[src/logic/parallel_passive_load_defs.vh]
// constants for the parallel passive configuration port
`ifndef PARALLEL_PASSIVE_LOAD_DEFS_VH
`define PARALLEL_PASSIVE_LOAD_DEFS_VH

// register byte addresses
`define REG_CONTROL 4'h0
`define REG_LENGTH 4'h4
`define REG_CHECKSUM 4'h8
`define REG_STATUS 4'hc

// control fields
`define CTL_WIDTH_LSB 0
`define CTL_WIDTH_MSB 1
`define CTL_DECOMPRESS 2
`define CTL_DECRYPT 3
`define CTL_USER_CLOCK 4
`define CONTROL_RESET 32'h00000002
`define LENGTH_RESET 32'h00000000
`define CHECKSUM_RESET 32'h00000000

// status fields
`define STA_STATE_LSB 0
`define STA_STATE_MSB 2
`define STA_USER_MODE 3
`define STA_RATIO_LSB 4
`define STA_RATIO_MSB 7
`define STA_CHECK_ERR 8
`define STA_COUNT_LSB 16

// width codes
`define WIDTH_8 2'h0
`define WIDTH_16 2'h1
`define WIDTH_32 2'h2

// timing
`define CLK_PERIOD_PS 4000
`define T_STATUS_MIN_US 268
`define T_USER_MIN_US 175
`define USER_INIT_CLOCKS 8576
`define STATUS_MIN_CYC ((`T_STATUS_MIN_US * 1000000 + `CLK_PERIOD_PS - 1) / `CLK_PERIOD_PS)
`define USER_MIN_CYC ((`T_USER_MIN_US * 1000000 + `CLK_PERIOD_PS - 1) / `CLK_PERIOD_PS)

`endif

[src/logic/parallel_passive_load.v]
// parallel passive configuration port, device side
`timescale 1ns/1ps
`include "parallel_passive_load_defs.vh"

module parallel_passive_load #(
	parameter STATUS_MIN_CYC = `STATUS_MIN_CYC,
	parameter USER_MIN_CYC = `USER_MIN_CYC,
	parameter USER_INIT_CLOCKS = `USER_INIT_CLOCKS
) (
	// clock and reset
	input wire clock_in,
	input wire rst_in,
	// avalon-mm slave
	input wire [3:0] address_in,
	input wire read_in,
	input wire write_in,
	input wire [31:0] writedata_in,
	input wire [3:0] byteenable_in,
	output reg [31:0] readdata_out,
	output wire waitrequest_out,
	// configuration pins
	input wire config_clock_in,
	input wire [31:0] config_data_in,
	input wire config_request_n_in,
	input wire config_status_n_in,
	output wire config_status_n_out,
	output wire config_status_n_oe_out,
	input wire config_complete_in,
	output wire config_complete_out,
	output wire config_complete_oe_out,
	input wire user_init_clock_in,
	// image stream and mode
	output reg [31:0] word_out,
	output reg word_valid_out,
	output reg user_mode_out
);

localparam ST_RESET = 3'h0;
localparam ST_STATUS = 3'h1;
localparam ST_LOAD = 3'h2;
localparam ST_TAIL = 3'h3;
localparam ST_INIT = 3'h4;
localparam ST_USER = 3'h5;
localparam ST_ERROR = 3'h6;

////////////////////////////////////////////////////////////////////////////////
// pin synchronisers

reg req_s1, req_s2;
reg clk_s1, clk_s2, clk_s3;
reg ucl_s1, ucl_s2, ucl_s3;
reg sta_s1, sta_s2;
reg cmp_s1, cmp_s2;
reg [31:0] dat_s1, dat_s2;

always @(posedge clock_in) begin
	if (rst_in) begin
		req_s1 <= 1'b1;
		req_s2 <= 1'b1;
		clk_s1 <= 1'b0;
		clk_s2 <= 1'b0;
		clk_s3 <= 1'b0;
		ucl_s1 <= 1'b0;
		ucl_s2 <= 1'b0;
		ucl_s3 <= 1'b0;
		sta_s1 <= 1'b0;
		sta_s2 <= 1'b0;
		cmp_s1 <= 1'b0;
		cmp_s2 <= 1'b0;
		dat_s1 <= 32'h00000000;
		dat_s2 <= 32'h00000000;
	end else begin
		req_s1 <= config_request_n_in;
		req_s2 <= req_s1;
		clk_s1 <= config_clock_in;
		clk_s2 <= clk_s1;
		clk_s3 <= clk_s2;
		ucl_s1 <= user_init_clock_in;
		ucl_s2 <= ucl_s1;
		ucl_s3 <= ucl_s2;
		sta_s1 <= config_status_n_in;
		sta_s2 <= sta_s1;
		cmp_s1 <= config_complete_in;
		cmp_s2 <= cmp_s1;
		dat_s1 <= config_data_in;
		dat_s2 <= dat_s1;
	end
end

// rising edges seen on the sampled clocks
wire cfg_rise = clk_s2 & ~clk_s3;
wire ucl_rise = ucl_s2 & ~ucl_s3;

////////////////////////////////////////////////////////////////////////////////
// registers

reg [31:0] control;
reg [31:0] length;
reg [31:0] checksum;
reg ack;
reg [2:0] state;
reg [31:0] count;
reg [31:0] sum;
reg check_err;
reg [31:0] timer;
reg [2:0] phase;
reg [2:0] tail;

wire [1:0] width = control[`CTL_WIDTH_MSB:`CTL_WIDTH_LSB];
wire decompress = control[`CTL_DECOMPRESS];
wire decrypt = control[`CTL_DECRYPT];
wire use_user_clock = control[`CTL_USER_CLOCK];

// clock-to-data ratio by width and features
function [3:0] ratio_of;
	input [1:0] w;
	input dc;
	input en;
	begin
		if (dc) begin
			ratio_of = (w == `WIDTH_8) ? 4'h2 : (w == `WIDTH_16) ? 4'h4 : 4'h8;
		end else if (en) begin
			ratio_of = (w == `WIDTH_8) ? 4'h1 : (w == `WIDTH_16) ? 4'h2 : 4'h4;
		end else begin
			ratio_of = 4'h1;
		end
	end
endfunction

wire [3:0] ratio = ratio_of(width, decompress, decrypt);
wire [2:0] last_phase = ratio[2:0] - 3'h1;

// low lines only for narrow widths
wire [31:0] lane_mask = (width == `WIDTH_8) ? 32'h000000ff :
	(width == `WIDTH_16) ? 32'h0000ffff : 32'hffffffff;
wire [31:0] lane_word = dat_s2 & lane_mask;

wire [31:0] be_mask = {{8{byteenable_in[3]}}, {8{byteenable_in[2]}},
	{8{byteenable_in[1]}}, {8{byteenable_in[0]}}};

wire [31:0] status_word = {count[15:0], 7'h00, check_err, ratio, user_mode_out, state};

// one wait cycle, then the answer
assign waitrequest_out = (read_in | write_in) & ~ack;

always @(posedge clock_in) begin
	if (rst_in) begin
		ack <= 1'b0;
		readdata_out <= 32'h00000000;
		control <= `CONTROL_RESET;
		length <= `LENGTH_RESET;
		checksum <= `CHECKSUM_RESET;
	end else begin
		ack <= (read_in | write_in) & ~ack;
		// writes land at the edge where waitrequest is low
		if (write_in & ack) begin
			case (address_in)
				`REG_CONTROL: begin
					control <= (control & ~be_mask) | (writedata_in & be_mask);
				end
				`REG_LENGTH: begin
					length <= (length & ~be_mask) | (writedata_in & be_mask);
				end
				`REG_CHECKSUM: begin
					checksum <= (checksum & ~be_mask) | (writedata_in & be_mask);
				end
				default: begin
				end
			endcase
		end
		if (read_in & ~ack) begin
			case (address_in)
				`REG_CONTROL: readdata_out <= {27'h0000000, control[4:0]};
				`REG_LENGTH: readdata_out <= length;
				`REG_CHECKSUM: readdata_out <= checksum;
				`REG_STATUS: readdata_out <= status_word;
				default: readdata_out <= 32'h00000000;
			endcase
		end
	end
end

////////////////////////////////////////////////////////////////////////////////
// configuration sequence

always @(posedge clock_in) begin
	if (rst_in) begin
		state <= ST_RESET;
		timer <= 32'h00000000;
		count <= 32'h00000000;
		sum <= 32'h00000000;
		check_err <= 1'b0;
		phase <= 3'h0;
		tail <= 3'h0;
		word_out <= 32'h00000000;
		word_valid_out <= 1'b0;
		user_mode_out <= 1'b0;
	end else begin
		word_valid_out <= 1'b0;
		if (!req_s2) begin
			// request low: restart, status and complete pulled low
			state <= ST_RESET;
			timer <= 32'h00000000;
			count <= 32'h00000000;
			sum <= 32'h00000000;
			check_err <= 1'b0;
			phase <= 3'h0;
			user_mode_out <= 1'b0;
		end else begin
			case (state)
				ST_RESET: begin
					timer <= 32'h00000001;
					state <= ST_STATUS;
				end
				ST_STATUS: begin
					// hold status low the minimum pulse, then wait for the line
					if (timer < STATUS_MIN_CYC) begin
						timer <= timer + 32'h00000001;
					end else if (sta_s2) begin
						state <= ST_LOAD;
						phase <= 3'h0;
					end
				end
				ST_LOAD: begin
					if (cfg_rise) begin
						phase <= (phase == last_phase) ? 3'h0 : phase + 3'h1;
						if (phase == 3'h0) begin
							word_out <= lane_word;
							word_valid_out <= 1'b1;
							sum <= sum + lane_word;
							count <= count + 32'h00000001;
							if (count + 32'h00000001 >= length) begin
								tail <= last_phase;
								state <= ST_TAIL;
							end
						end
					end
				end
				ST_TAIL: begin
					// device uses the trailing clocks to finish processing
					if (tail == 3'h0) begin
						timer <= 32'h00000000;
						if (sum == checksum) begin
							state <= ST_INIT;
						end else begin
							check_err <= 1'b1;
							state <= ST_ERROR;
						end
					end else if (cfg_rise) begin
						tail <= tail - 3'h1;
					end
				end
				ST_INIT: begin
					if (cmp_s2) begin
						if (use_user_clock) begin
							if (ucl_rise) begin
								timer <= timer + 32'h00000001;
							end
							if (timer >= USER_INIT_CLOCKS) begin
								state <= ST_USER;
								user_mode_out <= 1'b1;
							end
						end else begin
							timer <= timer + 32'h00000001;
							if (timer >= USER_MIN_CYC) begin
								state <= ST_USER;
								user_mode_out <= 1'b1;
							end
						end
					end
				end
				ST_USER: begin
					user_mode_out <= 1'b1;
				end
				ST_ERROR: begin
					user_mode_out <= 1'b0;
				end
				default: begin
					state <= ST_RESET;
				end
			endcase
		end
	end
end

////////////////////////////////////////////////////////////////////////////////
// open-drain pins: drive low or release

assign config_status_n_out = 1'b0;
assign config_status_n_oe_out = (state == ST_RESET) | (state == ST_STATUS & timer < STATUS_MIN_CYC) |
	(state == ST_ERROR);
assign config_complete_out = 1'b0;
assign config_complete_oe_out = ~((state == ST_INIT) | (state == ST_USER));

endmodule // parallel_passive_load

[config.mk]
export PLATFORM = sky130hd
export DESIGN_NAME = parallel_passive_load
export DESIGN_NICKNAME = d
export VERILOG_FILES = /design/src/logic/parallel_passive_load.v
export VERILOG_INCLUDE_DIRS = /design/src /design/src/logic
export SDC_FILE = /design/constraint.sdc
export NUM_CORES = 1
export LEC_CHECK = 0
export ABC_CLOCK_PERIOD_IN_PS = 10100
export BUFFER_PORTS_ARGS = -buffer_cell sky130_fd_sc_hd__buf_2
export CAP_MARGIN = 20
export CORE_ASPECT_RATIO = 1.4
export CORE_UTILIZATION = 40
export DETAILED_ROUTE_END_ITERATION = 16
export PLACE_DENSITY_LB_ADDON = 0.08
export SLEW_MARGIN = 20
export SYNTH_ARGS = -nofsm -noshare
export SYNTH_HDL_FRONTEND = slang
export SYNTH_SLANG_ARGS = --single-unit
[constraint.sdc]
create_clock -name clock_in -period 10.1 [get_ports clock_in]
set_clock_uncertainty 0.1 [all_clocks]
set_input_delay 1.01 -clock clock_in [delete_from_list [all_inputs] [get_ports clock_in]]
set_output_delay 1.01 -clock clock_in [all_outputs]
set_load 0.02 [all_outputs]
==> metrics.csv <==
metric;value;unit
Layout area overhead;15.3;%
pwr/cell area;163;nW/um2
crit share post-route;0.474;
FF-to-FF path depth;18;
result of the run;finished clean;
origin of the critical flop-to-flop path;count[0]$_SDFFE_PP0P_;
most frequent cells in the layout;sky130_fd_sc_hd__dfxtp_1 (318), sky130_fd_sc_hd__nor2_1 (222), sky130_fd_sc_hd__nand2_1 (178), sky130_fd_sc_hd__a21oi_1 (170), sky130_fd_sc_hd__buf_2 (148);
number of top-level pins;152;
TritonCTS buffer count;35;
initial antenna violation count;0;
Max-Slew Margin vs Limit;0.240;
clock input transition at the sequential cells of the worst setup and hold paths;60;ps
DRT Pass-1 Iters;5;
utilization of the core after routing;0.468;
first-pass GRT wire length;67.7;mm
total of buffers placed on input and output ports;149;
number of flops mapped to enable cells by yosys;0;
prevailing post-synth register cell;sky130_fd_sc_hd__dfxtp_1;
clock tree from TritonCTS;built;
number of nets at the end of the flow;2065;
number of antenna-violating nets in the routed design;0;
Highest Clock Rate;209;MHz
count of antenna diodes in the layout;0;
post-synthesis cell type with the largest combined area;sky130_fd_sc_hd__dfxtp_1;
worst voltage drop across the vdd grid;0.108;mV
sum of overflow across all layers after global routing;0;
Detailed Place HPWL;32.2;mm
# rows;84;
Clock Tree Root;sky130_fd_sc_hd__clkbuf_16;
Crit path top cell by count;sky130_fd_sc_hd__and3_1;
critical path peak fanout;7;
vias in the first global route;12200;
number of warnings reported in the yosys synthesis log;0;
deepest clock path buffer count;3;
cell with the largest stage delay on the worst path;sky130_fd_sc_hd__dfxtp_1;
crit start category;flip-flop;
Total Neg Setup Slack;0;ps
dominant cells by area after synthesis;sky130_fd_sc_hd__dfxtp_1 (42%), sky130_fd_sc_hd__ha_1 (5.7%), sky130_fd_sc_hd__a21oi_1 (5.6%);
delay of the slowest cell on the worst path;420;ps
# DRC;0;
Worst Path Arrival;5120;ps
CTS sink count;318;
Clock Latency Late Sink;520;ps
register-to-register setup slack;5320;ps
instance count of the mapped netlist;1808;
Critical Path Sink;tail[2]$_SDFFE_PP0P_;
sort of element at the end of the critical path;flip-flop;
DIE HEIGHT;233;um
mean number of vias per cell;5.30;
Setup violations, final;0;
Horiz. Die Dim;167;um
routability congestion estimate from global placement;0.927;
starting utilization of the core area;0.406;
CORE AREA;37600;um2
share of Yosys cell area claimed by the top area cell type;0.417;
total setup buffers inserted after CTS;0;
Avg Inst Size Synth;8.45;um2
final critical-path required period;4780;ps
routed length per placed instance;18.2;um
H-tree Lvls;2;
total number of vias;12800;
Max Cap Viol;0;
routed wire length;43.9;mm
share of synthesized flip-flops with an asynchronous set or reset;0;
Static Leakage;7.02;nW
post-cts gate resize count;0;
initial detailed-routing violation count;691;
number of flip-flops and latches in the synthesized netlist;318;
setup repair after global routing missed its margin;no;
class of the most critical setup path;flip-flop to flip-flop;
die area;39000;um2
number of buffers inserted by hold repair at cts;0;
share of layout cells above drive strength 1;0.127;
hold violation total from the final report;0;
Slew Limit Fails;0;
most common cell after layout, fill and taps aside;sky130_fd_sc_hd__dfxtp_1;
maximum number of pins on one net before global-route repair;81;
Crit Reg-Reg Endpoint;tail[2]$_SDFFE_PP0P_;
slew at the pin closest to its max-slew limit;1140;ps
global-route total usage across every layer;0.223;
Data required, critical path;10440;ps
critical-path cell list;ha_1 -> nand3_1 -> nor3_1 -> buf_4 -> and4_1 -> and3_1 -> and3_1 -> and3_1 -> nand3_1 -> xnor2_1 -> ha_1 -> nand4_1 -> a2111o_1 -> a2111oi_0 -> or3_1 -> nand4_1 -> or2_2 -> a21oi_1;
start point of the critical path;count[0]$_SDFFE_PP0P_;
sequential cell area fraction in the yosys report;0.417;
Hold Path Class;flip-flop to flip-flop;
synth unique cells;65;
post-synthesis instance area;15300;um2
## cell usage after synthesis (all sizes together) (5+ instances only)
library cell  number
a211o              6
a211oi            11
a21o              19
a21oi            170
a22oi             39
a31oi             11
and2              28
and3              19
and4               6
buf               10
clkbuf            86
dfxtp            318
ha                70
inv               55
mux2i             71
nand2            178
nand2b            16
nand3             55
nand4             21
nor2             227
nor2b             86
nor3              14
nor4              15
o211ai             5
o21a               6
o21ai             53
or2               13
or3               24
xnor2             48
xor2              87
## logic make-up (layout without fill, tap and decap cells)
family,after synthesis,after routing,synth area share
AND/OR/NAND/NOR,712,712,0.224
AO/OA/AOI/OAI,348,348,0.138
flip-flops,318,318,0.417
buffers and inverters,151,281,0.0379
XOR/XNOR,135,135,0.0774
multiplexers,72,72,0.0473
adder cells (fa/ha/maj),71,71,0.0587
other,1,2,0.000246
## layer usage
| layer | global-route usage | part of all wire |
|---|---|---|
| met1 | 0.257 | 0.41 |
| met2 | 0.413 | 0.51 |
| met3 | 0.0271 | 0.039 |
| met4 | 0.0920 | 0.039 |
| met5 | 0 | 0 |
## power by group
part           switching, mW  leakage (nW)  internal [mW]  total [mW]
Clock                  0.522         0.612          0.848        1.37
Sequential            0.0259          2.58           1.28        1.30
Combinational          0.129          3.83         0.0646       0.194
## metrics by stage
step | setup WS [ps] | hold WS (ps) | power (mW) | instance area (um2) | instances
detailed placement | 5370 | 320 | 1.52 | 16400 | 2349
floorplan | 5820 | 289 | 1.45 | 15300 | 1809
finish | 5320 | 329 | 2.87 | 17600 | 2412
global route | 4960 | 350 | 2.98 | 17600 | 2412
CTS | 5330 | 329 | 2.90 | 17600 | 2412
global placement | 5510 | 317 | 1.52 | 16400 | 2349
## cell type report
type	count	area, um2
clock inverters	13	193
multi-input cells	1340	8350
inverters	55	206
fillers	3798	20000
repair buffers	163	857
well taps	473	592
clock buffers	50	1040
flip-flops and latches	318	6370
## critical path, delay by kind of cell, from the launching register on
family / cells / cell delay (ps)
AOI/OAI and AO/OA: 3 / 850
xor gates and xnor gates: 1 / 150
adders and majority gates: 2 / 540
buffers and inverters: 1 / 190
DFF: 1 / 420
and+or+nand+nor: 11 / 2440
## worst min path at each step
stage,from,endpoint,slack [ps],cells past startpoint
CTS,ucl_s2$_SDFF_PP0_,ucl_s3$_SDFF_PP0_,330,2
global route,dat_s1[9]$_SDFF_PP0_,dat_s2[9]$_SDFF_PP0_,350,1
global placement,dat_s1[1]$_SDFF_PP0_,dat_s2[1]$_SDFF_PP0_,320,1
floorplan,req_s1$_SDFF_PP1_,req_s2$_SDFF_PP1_,290,1
detailed placement,ucl_s2$_SDFF_PP0_,ucl_s3$_SDFF_PP0_,320,2
finish,ucl_s2$_SDFF_PP0_,ucl_s3$_SDFF_PP0_,330,2
(Power assumes the default switching activity.)
